[config.mk]
export PLATFORM = sky130hd
export DESIGN_NAME = tbes_top
export DESIGN_NICKNAME = d
export VERILOG_FILES = /design/src/rtl/tbes_sync.v /design/src/rtl/tbes_top.v
export VERILOG_INCLUDE_DIRS = /design/src /design/src/rtl
export SDC_FILE = /design/constraint.sdc
export NUM_CORES = 1
export LEC_CHECK = 0
export ABC_AREA = 1
export BUFFER_PORTS_ARGS = -buffer_cell sky130_fd_sc_hd__buf_4
export CORE_ASPECT_RATIO = 0.75
export CORE_UTILIZATION = 58
export CTS_CLUSTER_SIZE = 10
export DETAILED_ROUTE_END_ITERATION = 16
export PLACE_DENSITY = 0.92
export REMOVE_ABC_BUFFERS = 1
export SLEW_MARGIN = 20
export SYNTH_ARGS = -nofsm -noshare
export SYNTH_HDL_FRONTEND = slang
export SYNTH_SLANG_ARGS = --single-unit
export TNS_END_PERCENT = 20
[constraint.sdc]
create_clock -name i_clock -period 3.8 [get_ports i_clock]
set_input_delay 0.38 -clock i_clock [delete_from_list [all_inputs] [get_ports i_clock]]
set_output_delay 0.38 -clock i_clock [all_outputs]
set_load 0.005 [all_outputs]
[src/rtl/tbes_consts.vh]
// Purpose: shared constants of the ten-bit embedded clock serializer
// Assumes: included by bare name from the top design file only; the synchroniser does not include it
// Notes:   offsets are byte addresses on the apb register bus
`ifndef TBES_CONSTS_VH
`define TBES_CONSTS_VH

// =====================================================================
// register map
`define TBES_OFS_CTRL        8'h00
`define TBES_OFS_STATUS      8'h04
`define TBES_OFS_SYNC_COUNT  8'h08
`define TBES_OFS_LAST_WORD   8'h0c

// =====================================================================
// field positions
`define TBES_CTRL_SOFT_ALIGN 0
`define TBES_CTRL_RESYNC_EN  1
`define TBES_ST_LOCKED       0
`define TBES_ST_SYNCING      1
`define TBES_ST_DRIVING      2
`define TBES_ST_ASLEEP       3

// =====================================================================
// reset values
`define TBES_CTRL_RESET      2'h2

// =====================================================================
// framing and timing counts
`define TBES_WORD_BITS       10
`define TBES_FRAME_BITS      4'hc
`define TBES_SYNC_SYMBOL     12'h03f
`define TBES_MIN_SYNC        11'h400
`define TBES_LOCK_EDGES      510

`endif

[src/rtl/tbes_sync.v]
// Purpose: two-stage synchroniser for a group of pin inputs
// Assumes: inputs are asynchronous to i_clock
// Notes:   first stage is read only by the second stage
`timescale 1ns/1ps

module tbes_sync #(
  parameter W = 1
) (
  input  wire         i_clock,
  input  wire         i_resetn,
  input  wire [W-1:0] i_async,
  output wire [W-1:0] o_sync
);

  // =====================================================================
  // per-bit flop pair
  genvar g;
  generate
    for (g = 0; g < W; g = g + 1) begin : g_bit
      reg meta_r;
      reg stable_r;
      // two flops in series, synchronous reset
      always @(posedge i_clock) begin
        if (!i_resetn) begin
          meta_r   <= 1'b0;
          stable_r <= 1'b0;
        end else begin
          meta_r   <= i_async[g];
          stable_r <= meta_r;
        end
      end
      assign o_sync[g] = stable_r;
    end
  endgenerate

endmodule

[src/rtl/tbes_top.v]
// Purpose: ten-bit serializer with embedded clock bits and alignment symbols
// Assumes: i_clock 10 MHz; transmit_clock and all pins sampled as plain inputs
// Notes:   one serial bit per i_clock cycle; a new active edge restarts the frame
`timescale 1ns/1ps
`include "tbes_consts.vh"

// Function
// - capture ten data bits each active edge
// - edge select high uses rising edge
// - edge select low uses falling edge
// - output enable low floats both outputs
// - sleep low stops pll, floats outputs
// - alignment request sends at least 1024 symbols
// - symbols continue while request stays high
// - two alignment requests are ORed together
// - negative output is complement of positive
// - frame wraps word with two clock bits
// - after float, resend symbols before data
module tbes_top #(
  parameter LOCK_EDGES = `TBES_LOCK_EDGES
) (
  input  wire        i_clock,
  input  wire        i_resetn,
  input  wire [9:0]  i_data,
  input  wire        i_strobe_edge_select,
  input  wire        i_transmit_clock,
  input  wire        i_serial_output_enable,
  input  wire        i_sleep_n,
  input  wire        i_align_request_a,
  input  wire        i_align_request_b,
  output reg         o_serial_p,
  output reg         o_serial_n,
  output reg         o_serial_oe,
  input  wire        i_psel,
  input  wire        i_penable,
  input  wire        i_pwrite,
  input  wire [7:0]  i_paddr,
  input  wire [31:0] i_pwdata,
  output reg  [31:0] o_prdata,
  output reg         o_pready,
  output reg         o_pslverr
);

  // =====================================================================
  // pin synchronisers
  wire [15:0] pins_s;
  wire [9:0]  data_s;
  wire        edge_sel_s;
  wire        transmit_clock_s;
  wire        oe_s;
  wire        sleep_n_s;
  wire        req_a_s;
  wire        req_b_s;

  tbes_sync #(.W(16)) u_sync (
    .i_clock  (i_clock),
    .i_resetn (i_resetn),
    .i_async  ({i_data, i_strobe_edge_select, i_transmit_clock, i_serial_output_enable,
                i_sleep_n, i_align_request_a, i_align_request_b}),
    .o_sync   (pins_s)
  );

  assign data_s     = pins_s[15:6];
  assign edge_sel_s = pins_s[5];
  assign transmit_clock_s     = pins_s[4];
  assign oe_s       = pins_s[3];
  assign sleep_n_s  = pins_s[2];
  assign req_a_s    = pins_s[1];
  assign req_b_s    = pins_s[0];

  // =====================================================================
  // state
  localparam ST_OFF  = 3'b001;
  localparam ST_LOCK = 3'b010;
  localparam ST_RUN  = 3'b100;

  reg [2:0]  state_r;
  reg [2:0]  state_nxt;
  reg        transmit_clock_d_r;
  reg [9:0]  hold_r;
  reg [11:0] lock_cnt_r;
  reg        syncing_r;
  reg [10:0] sync_cnt_r;
  reg [11:0] shift_r;
  reg [3:0]  bit_cnt_r;
  reg        drive_d_r;
  reg        float_seen_r;
  reg [1:0]  ctrl_r;

  wire rise_w   = transmit_clock_s & ~transmit_clock_d_r;
  wire fall_w   = ~transmit_clock_s & transmit_clock_d_r;
  // active edge chosen by edge select
  wire strobe_w = edge_sel_s ? rise_w : fall_w;
  wire asleep_w = ~sleep_n_s;
  // any request source starts symbols; lock flag of receiver may feed one
  wire req_w    = req_a_s | req_b_s | ctrl_r[`TBES_CTRL_SOFT_ALIGN];
  wire drive_w  = (state_r == ST_RUN) & oe_s;
  wire min_done = (sync_cnt_r >= `TBES_MIN_SYNC);

  // =====================================================================
  // pll model: off while asleep, locks after a count of edges
  always @* begin
    case (state_r)
      ST_OFF:  state_nxt = ST_LOCK;
      ST_LOCK: state_nxt = (lock_cnt_r >= LOCK_EDGES[11:0]) ? ST_RUN : ST_LOCK;
      ST_RUN:  state_nxt = ST_RUN;
      default: state_nxt = ST_OFF;
    endcase
    if (asleep_w) begin
      state_nxt = ST_OFF;
    end
  end

  always @(posedge i_clock) begin
    if (!i_resetn) begin
      state_r    <= ST_OFF;
      transmit_clock_d_r   <= 1'b0;
      lock_cnt_r <= 12'h000;
    end else begin
      state_r  <= state_nxt;
      transmit_clock_d_r <= transmit_clock_s;
      if (state_r != ST_LOCK) begin
        lock_cnt_r <= 12'h000;
      end else if (rise_w) begin
        lock_cnt_r <= lock_cnt_r + 12'h001;
      end
    end
  end

  // =====================================================================
  // word capture, alignment burst and serial shifter
  always @(posedge i_clock) begin
    if (!i_resetn) begin
      hold_r       <= 10'h000;
      syncing_r    <= 1'b0;
      sync_cnt_r   <= 11'h000;
      shift_r      <= 12'h000;
      bit_cnt_r    <= 4'h0;
      drive_d_r    <= 1'b0;
      float_seen_r <= 1'b1;
    end else begin
      drive_d_r <= drive_w;
      // a float period forces a fresh alignment burst
      if (!drive_w && ctrl_r[`TBES_CTRL_RESYNC_EN]) begin
        float_seen_r <= 1'b1;
      end else if (drive_w && !drive_d_r) begin
        float_seen_r <= 1'b0;
      end
      if (drive_w && !drive_d_r && float_seen_r) begin
        syncing_r  <= 1'b1;
        sync_cnt_r <= 11'h000;
      end else if (req_w && !syncing_r) begin
        syncing_r  <= 1'b1;
        sync_cnt_r <= 11'h000;
      end
      if (strobe_w) begin
        hold_r    <= data_s;
        bit_cnt_r <= `TBES_FRAME_BITS;
        if (syncing_r) begin
          shift_r <= `TBES_SYNC_SYMBOL;
          if (!min_done) begin
            sync_cnt_r <= sync_cnt_r + 11'h001;
          end else if (!req_w) begin
            syncing_r <= 1'b0;
          end
        end else begin
          // start bit high, ten data bits, stop bit low, lsb first
          shift_r <= {1'b0, data_s, 1'b1};
        end
      end else if (bit_cnt_r != 4'h0) begin
        shift_r   <= {1'b0, shift_r[11:1]};
        bit_cnt_r <= bit_cnt_r - 4'h1;
      end
    end
  end

  // =====================================================================
  // differential output stage
  always @(posedge i_clock) begin
    if (!i_resetn) begin
      o_serial_p  <= 1'b0;
      o_serial_n  <= 1'b1;
      o_serial_oe <= 1'b0;
    end else begin
      // sleep, pll not locked, or enable low floats the pair
      o_serial_oe <= drive_w;
      o_serial_p  <= shift_r[0];
      o_serial_n  <= ~shift_r[0];
    end
  end

  // =====================================================================
  // apb slave, one wait state
  wire acc_w = i_psel & i_penable;

  function [31:0] rd_mux;
    input [7:0] addr;
    begin
      case (addr)
        `TBES_OFS_CTRL:       rd_mux = {30'h0, ctrl_r};
        `TBES_OFS_STATUS:     rd_mux = {28'h0, asleep_w, o_serial_oe, syncing_r, state_r == ST_RUN};
        `TBES_OFS_SYNC_COUNT: rd_mux = {21'h0, sync_cnt_r};
        `TBES_OFS_LAST_WORD:  rd_mux = {22'h0, hold_r};
        default:              rd_mux = 32'h0;
      endcase
    end
  endfunction

  function mapped;
    input [7:0] addr;
    begin
      mapped = (addr == `TBES_OFS_CTRL) | (addr == `TBES_OFS_STATUS) |
               (addr == `TBES_OFS_SYNC_COUNT) | (addr == `TBES_OFS_LAST_WORD);
    end
  endfunction

  always @(posedge i_clock) begin
    if (!i_resetn) begin
      o_prdata  <= 32'h0;
      o_pready  <= 1'b0;
      o_pslverr <= 1'b0;
      ctrl_r    <= `TBES_CTRL_RESET;
    end else begin
      o_pready  <= acc_w & ~o_pready;
      o_pslverr <= acc_w & ~o_pready & ~mapped(i_paddr);
      if (acc_w && !o_pready && !i_pwrite) begin
        o_prdata <= rd_mux(i_paddr);
      end
      // write lands on the edge that sees pready
      if (acc_w && o_pready && i_pwrite && i_paddr == `TBES_OFS_CTRL) begin
        ctrl_r <= i_pwdata[1:0];
      end
    end
  end

endmodule

* Yosys cells after proc, flatten, opt, wreduce, memory -nomap -nowiden *
Cells that the tools add are included.

cells by class
  order comparisons = 2
  mux-type cells = 20
  bitwise logic cells = 18
  reductions and logical operators = 21
  equality and inequality tests = 7
  add/sub/neg operators = 3

operators by type and width
  cell                   number
  $mux 11                6
  $pmux 11 s4            1
  $mux 12                2
  $eq 8x4->1 const B     2
  $add 12x1->12 const B  1
  $ge 12x9->1 const B    1
  $add 11x1->11 const B  1
  $ge 11x11->1 const B   1
  $logic_and 1x1->1      9
  $pmux 3 s3             1
  $eq 8x3->1 const B     1
  $logic_not 8->1        1
  $mux 4                 2
  $mux 1                 7
  $not 1->1              7
  $and 1x1->1            6
  $reduce_or 2->1        3
  $logic_not 1->1        5
  $or 1x1->1             5
  $reduce_bool 4->1      1
  $sub 4x1->4 const B    1
  $eq 3x1->1 const B     1
  $eq 3x2->1 const B     1
  $eq 3x3->1 const B     1
  4 further kinds        4

storage, ports and cells
  bits of input ports = 61
  output and inout port bits = 37
  logic and storage cells = 120
  bits in registers = 126

* Depth between registers and ports, before layout *
  depth in word-level cells = 9
  depth in mapped cells = 10
  mapped depth without buffers = 9

* Modules after synthesis *
Synthesis repeated with hierarchy kept, for this count alone.

unflattened totals
  cells, all modules = 623
  area, all modules = 4623.2 um^2

by module, submodules not included
  module     area each (um^2)  seq. area each (um^2)  cells an instance  instances
  tbes_top   3588.4            1441.4                 508                1
  tbes_sync  1034.7            640.6                  115                1

* Worst setup path before layout *
Ideal clock, no wire load.

  kind = reg2reg
  from = register bit_cnt_r[0]
  to = register bit_cnt_r[1]
  cell stages (with the launch flop) = 8
  slack = 2.485 ns
  arrival = 1.245 ns
  setup time = 0.070 ns
  path through = dfxtp_1 inv_1 ha_1 nand2_1 inv_1 clkbuf_1 or2_2 a21oi_1

between the ends
  cells in the longest elaborated chain, start to end = 1
  elaborated cells on any way between the ends = 2

ends and longest elaborated chain
  what                                              RTL line                        RTL
  start: declaration                                tbes_top.v:85                   reg [3:0] bit_cnt_r;
  start signal: assignment                          tbes_top.v:158                  bit_cnt_r <= `TBES_FRAME_BITS;
  start signal: assignment                          tbes_top.v:172                  bit_cnt_r <= bit_cnt_r - 4'h1;
  $sub 4x1->4 or $reduce_bool 4->1 (tied branches)  tbes_top.v:172, tbes_top.v:170

Parallel ways exist; a longest one is shown, timed or not.
A chain may end at the register's enable or synchronous reset.

* Worst setup path after layout *
  from = register u_sync.g_bit[4].stable_r
  to = register shift_r[4]

between the ends
  cells in the longest elaborated chain, start to end = 4
  elaborated cells on any way between the ends = 6

ends and longest elaborated chain
  what                                          RTL line        RTL
  start: declaration                            tbes_sync.v:21  reg stable_r;
  start signal: assignment                      tbes_sync.v:29  stable_r <= meta_r;
  $not 1->1                                     tbes_top.v:91   wire fall_w = ~transmit_clock_s & transmit_clock_d_r;
  $and 1x1->1                                   tbes_top.v:91
  $mux 1 (*)                                    tbes_top.v:93   wire strobe_w = edge_sel_s ? rise_w : fall_w;
  $mux 12 or $reduce_bool 2->1 (tied branches)  --
  end signal: assignment                        tbes_top.v:160  shift_r <= `TBES_SYNC_SYMBOL;
  end signal: assignment                        tbes_top.v:168  shift_r <= {1'b0, data_s, 1'b1};
  end signal: assignment                        tbes_top.v:171  shift_r <= {1'b0, shift_r[11:1]};
  end: declaration                              tbes_top.v:84   reg [11:0] shift_r;

Mark *: on every way between the ends. The rest lies on a longest branch, timed or not.

==> flow_results.org <==
** Min path
- Counting instances, the worst hold path has a depth of 3.
- For hold timing, the worst endpoint is u_sync.g_bit[14].meta_r.
- Worst min path class :: in2reg
- Startpoint of the most critical hold path :: i_data[8]

** Placed design
- At the placement stage, the worst setup path has a slack of around 1.6 ns.
- Total instance count after detailed placement :: 722
- The congestion estimate from routability-driven global placement came to between 0.8 and 0.9.
- Number of buffers inserted by port buffering :: 46
- The wire-length estimate of the detail-placed layout is ~5.9 mm.

** Worst setup path
- In this run the register-to-register setup slack is 1.92 ns.
- STA classifies the critical path startpoint as a register.
- Data required time at the worst endpoint :: between 4 and 5 ns
- Data arrives at the worst endpoint at between 2 and 2.5 ns.
- Maximum fanout along the worst path :: 23
- Number of cells traversed by the worst register-to-register path :: 9
- R2r startpoint :: u_sync.g_bit[4].stable_r
- The worst register-to-register path ends at shift_r[4].
- Worst Path Class, Setup :: reg2reg
- The worst setup path is captured at a register.

** Synthesis
- Post-synthesis average cell area :: 7.360 um^2
- Gate count of the mapped netlist :: roughly 600
- Top post-synthesis cells by count :: nand2_1 (161), dfxtp_1 (104), inv_1 (76), a21oi_1 (46), nor2_1 (43)
- The share of synthesized area in the top cell type comes to 47.62%.
- Share of the yosys chip area belonging to registers :: a little under half
- The most used flip-flop cell after synthesis is dfxtp_1.
- Yosys instantiated no cell more often than nand2_1.
- Synthesis inferred 104 register bits.
- By area the synthesized netlist is led by dfxtp_1 (48%), nand2_1 (14%), inv_1 (6.5%), a21oi_1 (5.3%), nand3_1 (4.4%).
- The Yosys step of the flow raised 0 warnings.
- Area of the mapped netlist :: between 4000 and 5000 um^2
- Of all flip-flops after synthesis, the portion carrying an async set or reset was 0%.
- Yosys mapped a number of flops with a built-in enable equal to 0.
- Of all cell types, the one taking the most synthesized area is dfxtp_1.
- Distinct cell type count of the synthesized netlist :: 31

** Clock network
- Clock Latency Late Sink :: between 0.3 and 0.4 ns
- Setup repair bufs after CTS :: 0
- TritonCTS built the clock tree.
- Post-cts gate resize count :: 0
- Count of clock tree sinks :: between 100 and 150
- CTS max path bufs :: 2
- In this run, post-CTS hold repair placed 0 buffers.
- Num CTS Buffers :: 9
- The tree is rooted in a clkbuf_8.
- Maximum level of the CTS H-tree :: 3
- Clock-pin slew was measured on the worst setup and hold paths at 0.10 ns.

** Global routing
- The via count of the first global-routing pass came to approximately 3400.
- The first global-routing pass estimated between 10 and 15 mm of wire.
- Number of antenna violations at the first check in global routing :: 0
- Overall Global Routing Usage :: 23.25%
- Total congestion overflow after global routing :: 0
- Largest net degree at the start of global routing :: 58

** Route
- Pre-antenna DRT Iters :: 5
- DRC marker count from the first detailed-route iteration :: between 150 and 200
- Once detail routing completed, the nets flagged for antenna violations numbered 0.
- In the final routed layout, each cell accounts on average for between 10 and 15 um.
- Total wire length after detailed routing :: 8.380 mm
- Post-route DRC :: 0
- Detailed routing inserted a total of roughly 3700 vias.
- Dividing the detail-routed via count by the number of cells gives slightly below 5.

** STA
- Upper clock frequency limit :: between 500 and 600 MHz
- Worst-case setup margin in the final layout :: roughly 1.9 ns
- Setup violations, final :: 0
- Counting I/O delays and the setup requirement, the final critical path takes about 1.9 ns.
- The final number of max-transition violations was 0.
- Slew at the pin closest to its max-slew limit :: 0.9664 ns
- After layout, the worst path uses around 49% of the clock period.
- Headroom to the max-slew limit :: about 36%
- RSZ-0062 raised after global routing :: false
- Post-route setup TNS :: 0 ns
- Final Hold Fails :: 0
- The clock arrives with 0.006596 ns of skew.

** Finish
- Relative to the synthesized area, the layout overhead comes to 11.33%.
- 0 antenna diodes ended up in the layout.
- Registers take between 2000 and 2500 um^2.
- The filler cells instantiated in the layout total 600.
- Cells fill ~66% of the core in the end.
- Area of the multi-input gates :: approximately 1800 um^2
- Final non-filler cell total :: between 700 and 800
- Of the cells placed in the final design, the portion with a size suffix greater than 1 is 12.56%.
- Nets :: about 700

** Pwr
- VDD IR max :: approximately 420 uV
- Total chip power :: approximately 2.1 mW
- For this design the static power due to leakage is 2.192 nW.
- For this design the ratio of total power to cell area is around 440 nW/um^2.

** Outcome
- The run finished with clean final reports.

** Die
- Once the floorplan was initialized, standard cells occupied 59.63% of the core.
- Top-level port count :: roughly 100
- Chip Width :: slightly above 100 um
- Placeable core region :: 7331 um^2
- Die Y :: just under 80 um
- The die covers about 7900 um^2.
- After floorplanning, the core was divided into 27 placement rows.

** Run
- Max-cap violation count :: 0
-- sequential cells by signal (all words and copies together), names as in the netlist, 2 cells and up --
register	cells
bit_cnt_r	4
ctrl_r	2
hold_r	10
lock_cnt_r	12
o_prdata	11
shift_r	11
state_r	3
sync_cnt_r	11
u_sync.g_bit.meta_r	16
u_sync.g_bit.stable_r	16
-- worst max path at each step --
| stage | startpoint | to | slack [ns] | depth (start not counted) |
|---|---|---|---|---|
| 2_1_floorplan | u_sync.g_bit[4].stable_r | shift_r[1] | 2.30 | 9 |
| 3_3_place_gp | i_resetn | lock_cnt_r[0] | 1.63 | 5 |
| 3_5_place_dp | i_resetn | lock_cnt_r[0] | 1.58 | 5 |
| 4_1_cts | u_sync.g_bit[4].stable_r | shift_r[4] | 1.93 | 9 |
| 5_1_grt | transmit_clock_d_r | shift_r[2] | 1.73 | 8 |
| 6_report | u_sync.g_bit[4].stable_r | shift_r[4] | 1.92 | 9 |
-- layout by cell type, fill, tap and decap left out, types with 2 or more instances in the layout --
| cell type | n |
|---|---|
| nand3b_1 | 4 |
| inv_2 | 5 |
| o31ai_1 | 2 |
| a21oi_1 | 46 |
| xor2_1 | 6 |
| o21a_1 | 2 |
| inv_6 | 4 |
| nor2_2 | 7 |
| dfxtp_1 | 104 |
| ha_1 | 6 |
| nor2_1 | 43 |
| clkbuf_8 | 9 |
| xnor2_1 | 3 |
| conb_1 | 21 |
| o21ai_0 | 20 |
| inv_1 | 76 |
| nand3_1 | 38 |
| buf_4 | 46 |
| nand2_1 | 161 |
| nand4_1 | 5 |
| o21ai_1 | 12 |
| or2_2 | 2 |
| nor3_1 | 4 |
-- logic make-up after synthesis --
kind of cell             count (synthesis)  share of synthesized area [%]
AO/OA/AOI/OAI                           86                          10.27
XOR/XNOR                                 9                          1.803
adder cells (fa/ha/maj)                  6                          1.717
AND/OR/NAND/NOR                        268                          26.07
other                                    1                        0.08578
buffers and inverters                  120                          12.42
flip-flops                             104                          47.62
-- worst max-delay path, stage by stage, from the launching register on --
cell and delay [ns]:
dfxtp_1 0.36, inv_2 0.06, nor2_4 0.13, nand2_1 0.11
nand2_4 0.20, inv_2 0.20, nand2_1 0.35, nand2_1 0.13
nand2_1 0.16, o21ai_1 0.08
-- cell type report --
cell class / count / area share (%)
tap: 101 / 2.596
clock inverter: 7 / 1.311
multi-input combinational: 390 / 37.43
timing repair buffer: 46 / 7.095
sequential: 104 / 42.78
inverter: 81 / 6.247
clock buffer: 9 / 2.545
-- power breakdown --
group	switching [mW]	internal (mW)	leakage, nW	total (mW)
sequential	0.0358	1.16	0.848	1.19
clock	0.388	0.252	0.0938	0.639
combinational	0.181	0.113	1.25	0.294
total	0.605	1.52	2.19	2.13
-- routing by layer --
metal	up-vias	track usage [%]	wire length (um)	share of wire, %
li1	1890	-	-	-
met1	1623	29.57	3915	47
met2	139	37.99	3819	46
met3	15	6.563	523	6.2
met4	0	7.143	122	1.5
met5	-	0	0	0
-- metrics by stage --
step	area [um^2]	hold slack (ns)
2_1_floorplan	4208	0.3779
3_3_place_gp	4679	0.3920
3_5_place_dp	4679	0.3956
4_1_cts	4867	0.1669
5_1_grt	4867	0.1576
6_report	4867	0.1780
No activity file was read; power rests on OpenSTA's default activity.
